`src/pkg/wdg_pkg.sv`:
```
// Package with register map, reset values and timing constants of the countdown watchdog.
package wdg_pkg;
    localparam logic [31:0] CTRL_ADDR        = 32'h0000_0000;
    localparam logic [31:0] STAT_ADDR        = 32'h0000_0004;
    localparam logic [7:0]  CTRL_RESET       = 8'h7f;
    localparam int          ACT_BIT          = 7;
    localparam int          TOP_BIT          = 6;
    localparam int          CLK_MHZ          = 50;
    localparam int          PRESCALE_CYCLES  = 65536;
    localparam int          WAKE_DELAY_CLKS  = 514;
    localparam int          PULSE_NS         = 500;
    localparam int          CLK_PERIOD_NS    = 1000 / CLK_MHZ;
    // Typical width, so rounded down but never below one cycle.
    localparam int          PULSE_CYCLES     = (PULSE_NS / CLK_PERIOD_NS) < 1 ? 1 :
                                               (PULSE_NS / CLK_PERIOD_NS);
    localparam logic [1:0]  RESP_OKAY        = 2'h0;
    localparam logic [1:0]  RESP_SLVERR      = 2'h2;

    typedef enum logic [1:0] {
        RUN_STATE   = 2'h0,
        HALT_STATE  = 2'h1,
        WAKE_STATE  = 2'h2
    } wdg_mode_type;
endpackage : wdg_pkg

```
`src/hdl/wdg_pulse.sv`:
```
// Stretches a one-cycle reset request into a fixed-width active-low reset pulse.
`timescale 1ns/1ps
module wdg_pulse #(
    parameter int WIDTH = 25
) (
    input  wire logic clk_i,
    input  wire logic rst_n_i,
    input  wire logic trig_i,
    output logic      rst_n_o
);
    logic [15:0] cnt_reg;

    always_ff @(posedge clk_i) begin
        if (!rst_n_i) begin
            cnt_reg <= 16'h0000;
        end else if (trig_i) begin
            cnt_reg <= 16'(WIDTH);
        end else if (cnt_reg != 16'h0000) begin
            cnt_reg <= cnt_reg - 16'h0001;
        end
    end

    always_ff @(posedge clk_i) begin
        if (!rst_n_i) begin
            rst_n_o <= 1'b1;
        end else begin
            rst_n_o <= !(trig_i || cnt_reg > 16'h0001);
        end
    end
endmodule : wdg_pulse

```
`src/hdl/wdg_top.sv`:
```
// Seven-bit countdown watchdog with an AXI4-Lite register slave.
//
// Implementation choices: the placing of the registers and the AXI4-Lite register port.
`timescale 1ns/1ps
module wdg_top (
    input  wire logic        CLK_I,
    input  wire logic        RST_N_I,
    input  wire logic        HW_OPTION_I,
    input  wire logic        HALT_I,
    input  wire logic        WAIT_I,
    input  wire logic        EXT_IRQ_I,
    input  wire logic [31:0] S_AXI_AWADDR_I,
    input  wire logic        S_AXI_AWVALID_I,
    output logic             S_AXI_AWREADY_O,
    input  wire logic [31:0] S_AXI_WDATA_I,
    input  wire logic [3:0]  S_AXI_WSTRB_I,
    input  wire logic        S_AXI_WVALID_I,
    output logic             S_AXI_WREADY_O,
    output logic [1:0]       S_AXI_BRESP_O,
    output logic             S_AXI_BVALID_O,
    input  wire logic        S_AXI_BREADY_I,
    input  wire logic [31:0] S_AXI_ARADDR_I,
    input  wire logic        S_AXI_ARVALID_I,
    output logic             S_AXI_ARREADY_O,
    output logic [31:0]      S_AXI_RDATA_O,
    output logic [1:0]       S_AXI_RRESP_O,
    output logic             S_AXI_RVALID_O,
    input  wire logic        S_AXI_RREADY_I,
    output logic             WDG_RST_N_O
);
    localparam logic [15:0] PRESCALE_LAST = 16'(wdg_pkg::PRESCALE_CYCLES - 1);
    localparam logic [9:0]  WAKE_LAST     = 10'(wdg_pkg::WAKE_DELAY_CLKS - 1);

    logic                       activate_reg;
    logic [6:0]                 count_reg;
    logic [15:0]                prescale_reg;
    logic [9:0]                 wake_reg;
    wdg_pkg::wdg_mode_type      mode_reg;
    logic                       hw_opt_reg;
    logic                       wdg_reset_seen_reg;
    logic [31:0]                awaddr_reg;
    logic [31:0]                wdata_reg;
    logic [3:0]                 wstrb_reg;
    logic                       aw_held_reg;
    logic                       w_held_reg;
    logic                       fire;
    logic                       active;
    logic                       ctrl_write;
    logic                       counting;
    logic                       tick;
    logic [7:0]                 new_ctrl;

    // The option strap is sampled while reset is held so it is stable afterwards.
    always_ff @(posedge CLK_I) begin
        if (!RST_N_I) begin
            hw_opt_reg <= HW_OPTION_I;
        end
    end

    assign active = hw_opt_reg || activate_reg;

    // Write channel capture: address and data may arrive in either order.
    always_ff @(posedge CLK_I) begin
        if (!RST_N_I) begin
            aw_held_reg <= 1'b0;
            w_held_reg  <= 1'b0;
            awaddr_reg  <= 32'h0000_0000;
            wdata_reg   <= 32'h0000_0000;
            wstrb_reg   <= 4'h0;
        end else begin
            if (S_AXI_AWVALID_I && S_AXI_AWREADY_O) begin
                aw_held_reg <= 1'b1;
                awaddr_reg  <= S_AXI_AWADDR_I;
            end else if (ctrl_write || (aw_held_reg && w_held_reg)) begin
                aw_held_reg <= 1'b0;
            end
            if (S_AXI_WVALID_I && S_AXI_WREADY_O) begin
                w_held_reg <= 1'b1;
                wdata_reg  <= S_AXI_WDATA_I;
                wstrb_reg  <= S_AXI_WSTRB_I;
            end else if (aw_held_reg && w_held_reg) begin
                w_held_reg <= 1'b0;
            end
        end
    end

    always_ff @(posedge CLK_I) begin
        if (!RST_N_I) begin
            S_AXI_AWREADY_O <= 1'b0;
            S_AXI_WREADY_O  <= 1'b0;
        end else begin
            S_AXI_AWREADY_O <= !aw_held_reg && !S_AXI_AWREADY_O && !S_AXI_BVALID_O
                               && S_AXI_AWVALID_I;
            S_AXI_WREADY_O  <= !w_held_reg && !S_AXI_WREADY_O && !S_AXI_BVALID_O
                               && S_AXI_WVALID_I;
        end
    end

    assign ctrl_write = aw_held_reg && w_held_reg && wstrb_reg[0]
                        && (awaddr_reg[7:2] == wdg_pkg::CTRL_ADDR[7:2])
                        && (awaddr_reg[31:8] == 24'h000000);
    assign new_ctrl = wdata_reg[7:0];

    always_ff @(posedge CLK_I) begin
        if (!RST_N_I) begin
            S_AXI_BVALID_O <= 1'b0;
            S_AXI_BRESP_O  <= wdg_pkg::RESP_OKAY;
        end else if (aw_held_reg && w_held_reg) begin
            S_AXI_BVALID_O <= 1'b1;
            S_AXI_BRESP_O  <= (awaddr_reg[31:3] == 29'h0) ? wdg_pkg::RESP_OKAY
                                                          : wdg_pkg::RESP_SLVERR;
        end else if (S_AXI_BREADY_I) begin
            S_AXI_BVALID_O <= 1'b0;
        end
    end

    // Read channel: one read at a time, answered one cycle after the address is taken.
    always_ff @(posedge CLK_I) begin
        if (!RST_N_I) begin
            S_AXI_ARREADY_O <= 1'b0;
            S_AXI_RVALID_O  <= 1'b0;
            S_AXI_RDATA_O   <= 32'h0000_0000;
            S_AXI_RRESP_O   <= wdg_pkg::RESP_OKAY;
        end else begin
            S_AXI_ARREADY_O <= S_AXI_ARVALID_I && !S_AXI_ARREADY_O && !S_AXI_RVALID_O;
            if (S_AXI_ARVALID_I && S_AXI_ARREADY_O) begin
                S_AXI_RVALID_O <= 1'b1;
                S_AXI_RRESP_O  <= wdg_pkg::RESP_OKAY;
                if (S_AXI_ARADDR_I == wdg_pkg::CTRL_ADDR) begin
                    S_AXI_RDATA_O <= {24'h000000, activate_reg, count_reg};
                end else if (S_AXI_ARADDR_I == wdg_pkg::STAT_ADDR) begin
                    S_AXI_RDATA_O <= {28'h0000000, wdg_reset_seen_reg, hw_opt_reg,
                                      mode_reg};
                end else begin
                    S_AXI_RDATA_O <= 32'h0000_0000;
                    S_AXI_RRESP_O <= wdg_pkg::RESP_SLVERR;
                end
            end else if (S_AXI_RREADY_I) begin
                S_AXI_RVALID_O <= 1'b0;
            end
        end
    end

    // Wait mode does not stop the count: WAIT_I only keeps HALT_I from entering halt, so the count runs on.
    always_ff @(posedge CLK_I) begin
        if (!RST_N_I) begin
            mode_reg <= wdg_pkg::RUN_STATE;
            wake_reg <= 10'h000;
        end else begin
            unique case (mode_reg)
                wdg_pkg::RUN_STATE: begin
                    if (HALT_I && !WAIT_I) begin
                        mode_reg <= wdg_pkg::HALT_STATE;
                    end
                end
                wdg_pkg::HALT_STATE: begin
                    if (EXT_IRQ_I) begin
                        mode_reg <= wdg_pkg::WAKE_STATE;
                        wake_reg <= 10'h000;
                    end
                end
                wdg_pkg::WAKE_STATE: begin
                    if (wake_reg == WAKE_LAST) begin
                        mode_reg <= wdg_pkg::RUN_STATE;
                    end else begin
                        wake_reg <= wake_reg + 10'h001;
                    end
                end
                default: begin
                    mode_reg <= wdg_pkg::RUN_STATE;
                end
            endcase
        end
    end

    assign counting = (mode_reg == wdg_pkg::RUN_STATE);
    assign tick     = counting && (prescale_reg == PRESCALE_LAST);

    always_ff @(posedge CLK_I) begin
        if (!RST_N_I) begin
            prescale_reg <= 16'h0000;
        end else if (ctrl_write) begin
            prescale_reg <= 16'h0000;
        end else if (counting) begin
            prescale_reg <= prescale_reg + 16'h0001;
        end
    end

    // A reset leaves the software watchdog disabled, including one that ends halt.
    always_ff @(posedge CLK_I) begin
        if (!RST_N_I) begin
            activate_reg <= wdg_pkg::CTRL_RESET[wdg_pkg::ACT_BIT];
            count_reg    <= wdg_pkg::CTRL_RESET[6:0];
        end else begin
            if (ctrl_write && new_ctrl[wdg_pkg::ACT_BIT]) begin
                activate_reg <= 1'b1;
            end
            if (ctrl_write) begin
                count_reg <= new_ctrl[6:0];
            end else if (tick) begin
                count_reg <= count_reg - 7'h01;
            end
        end
    end

    // Expiry and software-forced reset; halt blocks expiry since count is held.
    always_comb begin
        fire = 1'b0;
        if (tick && active && count_reg == 7'h40) begin
            fire = 1'b1;
        end
        if (ctrl_write && !new_ctrl[wdg_pkg::TOP_BIT]
            && (new_ctrl[wdg_pkg::ACT_BIT] || active) && counting) begin
            fire = 1'b1;
        end
    end

    // Sticky marker that this block caused a reset; it survives nothing but power-up
    // in a real chip, here it is cleared by the next write to the control register so software can see it once.
    always_ff @(posedge CLK_I) begin
        if (!RST_N_I) begin
            wdg_reset_seen_reg <= 1'b0;
        end else if (fire) begin
            wdg_reset_seen_reg <= 1'b1;
        end else if (ctrl_write) begin
            wdg_reset_seen_reg <= 1'b0;
        end
    end

    // The pulse is the only output toward the system; there is no interrupt.
    wdg_pulse #(
        .WIDTH (wdg_pkg::PULSE_CYCLES)
    ) u_pulse (
        .clk_i   (CLK_I),
        .rst_n_i (RST_N_I),
        .trig_i  (fire),
        .rst_n_o (WDG_RST_N_O)
    );
endmodule : wdg_top

```
`config.mk`:
```
export PLATFORM = sky130hd
export DESIGN_NAME = wdg_top
export DESIGN_NICKNAME = d
export VERILOG_FILES = /design/src/pkg/wdg_pkg.sv /design/src/hdl/wdg_pulse.sv /design/src/hdl/wdg_top.sv
export SDC_FILE = /design/constraint.sdc
export NUM_CORES = 1
export LEC_CHECK = 0
export ABC_AREA = 1
export BUFFER_PORTS_ARGS = -buffer_cell sky130_fd_sc_hd__buf_2
export CORE_MARGIN = 2
export CORE_UTILIZATION = 30
export DETAILED_ROUTE_END_ITERATION = 16
export SETUP_SLACK_MARGIN = 0.1
export SLEW_MARGIN = 0
export SYNTH_ARGS = -nofsm -noshare
export SYNTH_HDL_FRONTEND = slang
export SYNTH_SLANG_ARGS = --single-unit
```
`constraint.sdc`:
```
create_clock -name CLK_I -period 2.35 [get_ports CLK_I]
set_clock_uncertainty 0.1 [all_clocks]
set_input_delay 0.705 -clock CLK_I [delete_from_list [all_inputs] [get_ports CLK_I]]
set_output_delay 0.705 -clock CLK_I [all_outputs]
set_load 0.005 [all_outputs]
```
==> impl_metrics.csv, run 1 <==
group,metric,value,unit
cells_and_area,fin_area,6620,µm²
global_route,grt_max_degree,50,
timing,setup_viol,0,
drt,vias_per_cell,4.39,
cells_and_area,largest_reg_flops,30,
flow_run,maxCapViolCount,0,
drt,drc_errors,0,
synth,synthArstFlopShare,0,
synth,synth_cell_types,40,
clock_tree,cts_tree,"yes",
global_route,antenna_found_initial,0,
placed_design,placed_cells,1153,
synth,syn_inst,838,
cells_and_area,synthToLayoutAreaGrowth,16.2,%
cells_and_area,nets,1048,
global_route,grt_pass1_vias,4869,
worst_setup_path,cp_slowest_stage_delay,0.40,ns
synth,synth_top_area_cell,"dfxtp_1",
timing,whs,0.335,ns
drt,wl_per_cell,11.0,µm
timing,rsz0062_at_grt,"no",
floorplanning,num_io_pins,153,
placed_design,routabilityCongestion,0.824,
timing,fin_crit_sh,0.813,
clock_tree,clockBufferDepth,2,
timing,worstMarginPinSlew,0.634,ns
placed_design,io_buffers,97,
cells_and_area,post_route_cells_drive_above_1_share,0.165,
pwr,p_per_area,714,nW/µm²
worst_setup_path,cpMostUsedCell,"nand2_2",
clock_tree,cts-resized-gates,0,
synth,synth-main-ff-cell,"dfxtp_1",
timing,drv_slew,0,
drt,dr_total_vias,5135,
clock_tree,cts_buffers,9,
worst_setup_path,cp.arrival,2.11,ns
clock_tree,clock_sink_count,111,
global_route,grt_usage,0.135,
placed_design,dp_hpwl,9.79,mm
global_route,grt.overflow.total,0,
worst_setup_path,cp.required,2.55,ns
synth,synth_edf_count,1,
floorplanning,fp.dieW,142,µm
cells_and_area,seqCellArea,2230,µm²
clock_tree,cts_setup_buffers,0,
floorplanning,fp.dieH,142,µm
global_route,grt_first_pass_wirelength,22.2,mm
floorplanning,num_rows,50,
worst_setup_path,path_cells,"nand2_2, inv_2, nand2_1, nor2_1, nand2_1, nor2_2, nand2_2, nand2_2, o21ai_0, nand3_1",
pwr,irDropWorstVdd,0.343,mV
timing,setup_tns,0,ns
cells_and_area,fillCellCount,2029,
clock_tree,htreeDepth,3,
floorplanning,die_area,20100,µm²
drt,drtAntennaViolNets,0,
drt,drtPass1Iterations,5,
timing,relSlewSlack,0.577,
hold_path,hold_class,"reg -> reg",
floorplanning,core,18600,µm²
worst_setup_path,crit_type,"reg -> reg",
pwr,p_leak,3.02,nW
worst_setup_path,worst_path_max_delay_cell,"dfxtp_1",
synth,synth_area_leaders,"dfxtp_1 (39%), nor2_1 (12%), nand2_1 (11%)",
cells_and_area,finalNonFillerCells,1169,
drt,wl,12.9,mm
clock_tree,hold_buffers,0,
timing,fmax,524,MHz
synth,synth_area_per_cell,6.79,µm²
timing,hold_viol,0,
run_status,status,"completed",
synth,yosys_warnings,0,
worst_setup_path,start_kind,"flip-flop",
synth,yosysSeqAreaShare,0.392,
worst_setup_path,worstSetupEndpointType,"flip-flop",
cells_and_area,multi_input_area,2970,µm²
drt,drt-initial-drc-count,239,
cells_and_area,final_util,0.355,
clock_tree,path_clk_slew,0.07,ns
clock_tree,ctsRootBufferMaster,"clkbuf_16",
placed_design,place_area,6320,µm²
synth,yosys_register_bits,111,
clock_tree,clkLatencyLatePin,0.36,ns
cells_and_area,n_antenna_cell,0,
synth,netlist.area_leader.share,0.387,
timing,min_period,1.91,ns
floorplanning,start_util,0.305,
worst_setup_path,crit_path_max_fanout,18,
synth,synth_area,5690,µm²
worst paths after layout:
| check | from | to | slack (ns) | cells after the start |
|---|---|---|---|---|
| setup / recovery | aw_held_reg | count_reg[4] | 0.44 | 10 |
| hold / removal | S_AXI_AWREADY_O | S_AXI_AWREADY_O | 0.33 | 1 |
| setup reg to reg | aw_held_reg | count_reg[4] | 0.44 | 10 |
| hold reg to reg | S_AXI_AWREADY_O | S_AXI_AWREADY_O | 0.33 | 1 |
layer usage:
metal	track usage	vias up	share of wire	wire, µm
met5	0	-	0	0
met4	0.0458	0	0.018	231
met3	0.0297	17	0.039	509
met2	0.224	99	0.45	5790
met1	0.174	2231	0.49	6370
li1	-	2788	-	-
placed cells by master (no fill, tap or decap), drive strengths merged:
cell type / instances
a21oi: 44
buf: 102
clkbuf: 11
clkinv: 4
conb: 26
dfxtp: 110
edfxtp: 1
ha: 7
inv: 79
mux2i: 1
nand2: 180
nand3: 53
nand3b: 3
nand4: 13
nor2: 191
nor3: 22
nor3b: 1
nor4: 4
o21ai: 52
o21bai: 1
or2: 7
xnor2: 4
xor2: 19
report_power, final:
part	switching, mW	internal [mW]
registers	0.111	2.02
logic	0.642	0.438
clock network	0.723	0.786
total	1.48	3.25
critical path, delay by kind of cell, from the launching register on:
kind	cells	cell delay, ns
AO/OA/AOI/OAI	1	0.19
flip-flops	1	0.40
AND/OR/NAND/NOR	8	1.09
buffers and inverters	1	0.08
stage by stage:
| stage | setup WS, ns | power [mW] |
|---|---|---|
| final | 0.440 | 4.72 |
| after detailed placement | 0.232 | 3.26 |
| after CTS | 0.404 | 4.79 |
| after floorplan | 0.631 | 3.02 |
| after global routing | 0.189 | 5.06 |
| after global placement | 0.305 | 3.25 |
logic make-up after synthesis:
group                      count (synthesis)  synth area share
adders and majority gates                  7            0.0154
DFF                                      111             0.392
xor gates and xnor gates                  23            0.0354
and+or+nand+nor                          474             0.366
buffers and inverters                    124             0.102
muxes                                      1           0.00176
other                                      1          0.000659
AOI/OAI and AO/OA                         97            0.0864
cells in the mapped netlist, types with 13 or more instances:
| cell | n |
|---|---|
| nor2_1 | 175 |
| nand2_1 | 174 |
| dfxtp_1 | 110 |
| inv_1 | 74 |
| o21ai_0 | 52 |
| nand3_1 | 51 |
| a21oi_1 | 43 |
| buf_4 | 26 |
| nor3_1 | 20 |
| xor2_1 | 19 |
| clkbuf_1 | 14 |
| nor2_2 | 13 |
final cells by class:
type	instances	area share
clock buffers	11	0.0382
clock inverters	5	0.00605
inverters	78	0.0443
multi-input cells	628	0.449
repair buffers	102	0.0810
flip-flops and latches	111	0.337
well taps	234	0.0443
No activity file was read; power rests on OpenSTA's default activity.
==> run 2: changes to the inputs <==
ABC_AREA = 0   (was 1)
clock period = 1.8 ns   (was 2.35 ns; I/O delays follow)
==> run 2 against run 1 <==
The flow now finishes with violations (setup timing). Critical path depth decreased by 5. Cell count shrank 17%. Synthesized area is 14% lower. Sequential cell count stayed put. Global-route usage is 0.52 points higher. Cell area up 2.5%. Register-to-register slack got worse by 0.66 ns. Hold slack worse by 0.059 ns. Combinational power is 120% higher. Sequential power increased by 31%. Clock power increased by 30%. Setup slack worse by 0.66 ns. Critical path type unchanged.
==> impl_metrics.csv, run 2 <==
group,metric,value,unit
global_route,grt_max_degree,51,
synth,synth_edf_count,1,
global_route,antenna_found_initial,0,
drt,drt-initial-drc-count,183,
synth,yosys.area_share.simple,0.274,
synth,yosysMostFrequentCell,"dfxtp_1",
worst_setup_path,crit_path_max_fanout,7,
clock_tree,htreeDepth,3,
synth,synth-xor-area-share,0.0700,
global_route,busiest_layer,"met2",
worst_setup_path,cp.arrival,2.17,ns
timing,min_period,2.02,ns
synth,netlist.area_leader.share,0.451,
pwr,irDropWorstVdd,0.559,mV
worst_setup_path,rr_worst_depth,5,
synth,synthArstFlopShare,0,
pwr,p_leak,2.70,nW
synth,synth_top_area_cell,"dfxtp_1",
clock_tree,hold_buffers,0,
worst_setup_path,start_kind,"flip-flop",
worst_setup_path,r2r_end,"u_pulse.cnt_reg[7]",
drt,drtAntennaViolNets,0,
synth,synthTopCellsByCount,"dfxtp_1 (110), nand2_1 (103), nor2_1 (64), a21oi_1 (60), xor2_1 (28)",
placed_design,routabilityCongestion,0.774,
floorplanning,num_io_pins,153,
global_route,grt_first_pass_wirelength,20.0,mm
synth,synth-compound-area-share,0.102,
synth,synth.area.mux_share,0.00897,
cells_and_area,nets,866,
flow_run,maxCapViolCount,0,
synth,synth_top_family_by_area,"simple AND/OR/NAND/NOR gates",
floorplanning,start_util,0.307,
hold_path,hold_class,"in -> reg",
worst_setup_path,crit_type,"reg -> reg",
synth,yosysSeqAreaShare,0.457,
global_route,use_met1,0.191,
floorplanning,core,15900,µm²
synth,syn_inst,585,
synth,synth_cell_types,49,
synth,synth_fa_ha_area_frac,0.0179,
global_route,grt_usage,0.140,
floorplanning,num_rows,46,
timing,setup_viol,24,
timing,setup_tns,-3.32,ns
timing,whs,0.276,ns
clock_tree,clock_sink_count,111,
drt,wl_per_cell,12.4,µm
global_route,grtUsageMet3,0.0378,
timing,rsz0062_at_grt,"yes",
hold_path,whs_endpoint,"hw_opt_reg",
placed_design,io_buffers,97,
placed_design,placed_cells,947,
drt,wl,12.0,mm
timing,drv_slew,0,
clock_tree,cts_buffers,9,
clock_tree,ctsRootBufferMaster,"clkbuf_16",
drt,drtPass1Iterations,4,
floorplanning,die_area,17300,µm²
cells_and_area,finalNonFillerCells,969,
floorplanning,fp.dieW,132,µm
worst_setup_path,worstSetupEndpointType,"flip-flop",
pwr,p_per_area,1050,nW/µm²
timing,hold_viol,0,
hold_path,whs_path_depth,1,
synth,synth_area_leaders,"dfxtp_1 (45%), nand2_1 (7.9%), a21oi_1 (6.2%)",
placed_design,dp_hpwl,8.62,mm
clock_tree,cts_tree,"yes",
clock_tree,clkLatencyLatePin,0.36,ns
worst_setup_path,cp.required,1.95,ns
global_route,grt_use_met2,0.218,
drt,dr_total_vias,4463,
drt,vias_per_cell,4.61,
synth,yosys_register_bits,111,
cells_and_area,post_route_cells_drive_above_1_share,0.345,
cells_and_area,fillCellCount,1602,
cells_and_area,mostFrequentLayoutCell,"dfxtp_1",
global_route,grt.overflow.total,0,
synth,synth_area_per_cell,8.35,µm²
floorplanning,fp.dieH,132,µm
cells_and_area,n_antenna_cell,0,
cells_and_area,largest_reg_flops,30,
timing,fin_crit_sh,1.12,
drt,drc_errors,0,
cells_and_area,final_cell_mix,"dfxtp_1 (103), nand2_1 (102), buf_2 (97)",
worst_setup_path,rrSetupSlack,-0.22,ns
synth,yosys_warnings,0,
worst_setup_path,startpoint,"u_pulse.cnt_reg[7]",
timing,fmax,495,MHz
run_status,violations,"setup timing",
hold_path,min-delay-start,"HW_OPTION_I",
run_status,status,"finished with violations",
synth,synth_area,4880,µm²
cells_and_area,synthToLayoutAreaGrowth,38.9,%
clock_tree,clockBufferDepth,2,
global_route,grt_pass1_vias,4164,
worst_setup_path,r2r-start,"u_pulse.cnt_reg[7]",
timing,finalWorstSetupSlack,-0.222,ns
clock_tree,path_clk_slew,0.07,ns
synth,synth-main-ff-cell,"dfxtp_1",
[run 2: cell types whose count changed after synthesis, moves of 13 or more]
| cell | change |
|---|---|
| nor2_2 | -13 |
| nor2_1 | -111 |
| inv_1 | -63 |
| nor4_1 | +14 |
| nand2_1 | -71 |
| a21oi_1 | +17 |
| o21ai_0 | -47 |
| nand3_1 | -38 |
[run 2: routing by layer]
metal  share of wire  vias up
li1                -     2292
met1            0.49     2071
met2            0.46       94
met3           0.044        6
met4          0.0071        0
met5               0        -
[run 2: layout make-up]
| cell class | count | area (µm²) | area share |
|---|---|---|---|
| clock buffer | 9 | 225 | 0.0332 |
| timing repair buffer | 173 | 1140 | 0.169 |
| sequential | 111 | 2240 | 0.331 |
| clock inverter | 7 | 65.1 | 0.00959 |
| inverter | 12 | 47.5 | 0.00701 |
| multi-input combinational | 441 | 2790 | 0.411 |
| tap | 216 | 270 | 0.0398 |
[run 2: cell families after synthesis]
logic type / after synthesis
and+or+nand+nor: 277
buffers and inverters: 59
other: 1
xor gates and xnor gates: 39
adders and majority gates: 7
muxes: 4
AOI/OAI and AO/OA: 87
DFF: 111
[run 2: stage by stage]
step / setup WS [ns] / instance area [µm²] / utilization / power, mW
floorplan: -0.353 / 5090 / - / 4.19
global placement: -0.305 / 6130 / 0.386 / 4.94
detailed placement: -0.328 / 6130 / 0.386 / 4.97
CTS: -0.218 / 6610 / 0.416 / 7.15
global route: -0.304 / 6780 / 0.427 / 7.55
finish: -0.222 / 6780 / 0.427 / 7.10
[run 2: worst max-delay path by stage]
stage | cells past startpoint | slack [ns] | to
2_1_floorplan | 9 | -0.35 | u_pulse.cnt_reg[5]
3_5_place_dp | 7 | -0.33 | u_pulse.cnt_reg[13]
3_3_place_gp | 7 | -0.30 | u_pulse.cnt_reg[13]
4_1_cts | 5 | -0.22 | u_pulse.cnt_reg[13]
5_1_grt | 5 | -0.30 | u_pulse.cnt_reg[7]
6_report | 5 | -0.22 | u_pulse.cnt_reg[7]
[run 2: worst max-delay path, stage by stage (launching register included)]
cell     delay (ns)
dfxtp_2        0.33
or4_4          0.54
or4_4          0.64
nand3_2        0.11
xor2_1         0.13
nor2_1         0.06
[run 2: timing repair]
action                                  4_1_cts  5_1_grt
pin swaps                                    11       28
gates resized for setup                      30       43
gates cloned                                  2        0
buffers inserted                              4        2
endpoints found under the setup margin       42       48
[run 2: power breakdown]
| part | total, mW | switching [mW] | internal (mW) |
|---|---|---|---|
| Clock | 1.97 | 0.997 | 0.970 |
| Sequential | 2.80 | 0.122 | 2.68 |
| Combinational | 2.33 | 1.09 | 1.24 |
==> run 3: changes to the inputs <==
SETUP_SLACK_MARGIN = not set   (was 0.1)
==> run 3 against run 2 <==
The flow still finishes with violations (setup timing). Register-to-register slack is essentially flat. Cell count shrank 0.41%. Core utilization shrank 0.17 points. Critical path depth is the same. Largest cell class unchanged. Largest power group unchanged.
==> impl_metrics.csv, run 3 (synthesis results as in run 2) <==
group,metric,value,unit
worst_setup_path,crit_path_max_fanout,8,
drt,drt-initial-drc-count,196,
placed_design,place_ws,-0.309,ns
worst_setup_path,cp.arrival,2.17,ns
timing,fin_crit_sh,1.12,
worst_setup_path,crit_type,"reg -> reg",
floorplanning,start_util,0.307,
floorplanning,core,15900,µm²
pwr,p_per_area,1050,nW/µm²
worst_setup_path,worstSetupEndpointType,"flip-flop",
drt,drtAntennaViolNets,0,
cells_and_area,synthToLayoutAreaGrowth,38.4,%
global_route,grt_usage,0.140,
timing,rsz0062_at_grt,"yes",
clock_tree,hold_buffers,0,
cells_and_area,final_cell_mix,"dfxtp_1 (103), nand2_1 (102), buf_2 (97)",
cells_and_area,post_route_cells_drive_above_1_share,0.344,
drt,wl,12.5,mm
timing,min_period,2.02,ns
clock_tree,ctsRootBufferMaster,"clkbuf_16",
placed_design,io_buffers,97,
worst_setup_path,rrSetupSlack,-0.22,ns
timing,hold_viol,0,
timing,setup_tns,-3.73,ns
run_status,violations,"setup timing",
hold_path,hold_class,"in -> reg",
cells_and_area,mostFrequentLayoutCell,"dfxtp_1",
clock_tree,clock_sink_count,111,
drt,vias_per_cell,4.50,
clock_tree,cts_buffers,9,
floorplanning,num_rows,46,
floorplanning,die_area,17300,µm²
drt,drc_errors,0,
pwr,irDropWorstVdd,0.461,mV
timing,finalWorstSetupSlack,-0.220,ns
run_status,status,"finished with violations",
placed_design,routabilityCongestion,0.837,
floorplanning,fp.dieW,132,µm
drt,drtPass1Iterations,4,
drt,wl_per_cell,13.0,µm
global_route,grt.overflow.total,0,
placed_design,dp_hpwl,8.72,mm
clock_tree,clkLatencyLatePin,0.36,ns
timing,fmax,495,MHz
cells_and_area,largest_reg_flops,30,
floorplanning,fp.dieH,132,µm
global_route,grt_max_degree,42,
pwr,total_power,7.08,mW
clock_tree,path_clk_slew,0.08,ns
pwr,p_leak,2.68,nW
timing,setup_viol,37,
clock_tree,htreeDepth,3,
cells_and_area,fillCellCount,1652,
cells_and_area,nets,861,
worst_setup_path,start_kind,"flip-flop",
timing,drv_slew,0,
clock_tree,cts_tree,"yes",
floorplanning,num_io_pins,153,
drt,dr_total_vias,4344,
global_route,antenna_found_initial,1,
clock_tree,clockBufferDepth,2,
worst_setup_path,cp.required,1.95,ns
global_route,grt_first_pass_wirelength,19.8,mm
flow_run,maxCapViolCount,0,
global_route,grt_pass1_vias,4031,
run 3: changes by cell type in the layout (fill, tap and decap cells not counted), moves of 2 or more:
cell | before | now
nor2_2 | 4 | 2
buf_4 | 64 | 60
a21oi_2 | 4 | 8
a21oi_1 | 56 | 52
nor2_4 | 11 | 13
inv_8 | 0 | 2
run 3: final timing paths:
check,start,end,cells past startpoint
min,HW_OPTION_I,hw_opt_reg,1
max reg2reg,u_pulse.cnt_reg[13],u_pulse.cnt_reg[13],5
min reg2reg,awaddr_reg[14],awaddr_reg[14],2
max,u_pulse.cnt_reg[13],u_pulse.cnt_reg[13],5
run 3: per-stage QoR:
stage          utilization  cell area [µm²]  hold WS, ns  cells
2_1_floorplan            -             5060        0.328    610
3_3_place_gp         0.382             6060        0.343    942
3_5_place_dp         0.382             6060        0.349    942
4_1_cts              0.406             6450        0.242    959
5_1_grt              0.425             6760        0.241    965
6_report             0.425             6760        0.257    965
run 3: power by group:
| group | leakage [nW] | internal, mW | switching, mW |
|---|---|---|---|
| clock | 0.142 | 0.979 | 0.993 |
| combinational | 1.63 | 1.18 | 1.12 |
| sequential | 0.906 | 2.68 | 0.124 |
| total | 2.68 | 4.84 | 2.24 |
run 3: worst max-delay path, stage by stage, from the launching register on:
cell and delay [ns]:
dfxtp_2 0.33, or4_4 0.54, or4_4 0.62, nand4b_1 0.13, xor2_1 0.15, nor2_1 0.05
run 3: area by class of cell:
type / instances / area [µm²] / share of cell area
tap: 216 / 270 / 0.0400
clock inverter: 6 / 57.6 / 0.00852
inverter: 12 / 47.5 / 0.00704
timing repair buffer: 168 / 1110 / 0.164
sequential: 111 / 2240 / 0.332
antenna: 1 / 2.50 / 0.000370
clock buffer: 10 / 229 / 0.0339
multi-input combinational: 441 / 2800 / 0.414
run 3: timing repair:
action,4_1_cts,5_1_grt
gates cloned,1,2
pin swaps,12,25
resized for setup,20,60
setup buffers,0,3
endpoints found under the hold margin,0,0
setup endpoints to repair,42,44
run 3: per-layer routing:
layer  vias to the layer above  share of wire  GRT usage
li1                       2278              -          -
met1                      1978           0.48      0.189
met2                        75           0.47      0.221
met3                        13          0.037     0.0297
met4                         0          0.012     0.0489
met5                         -              0          0
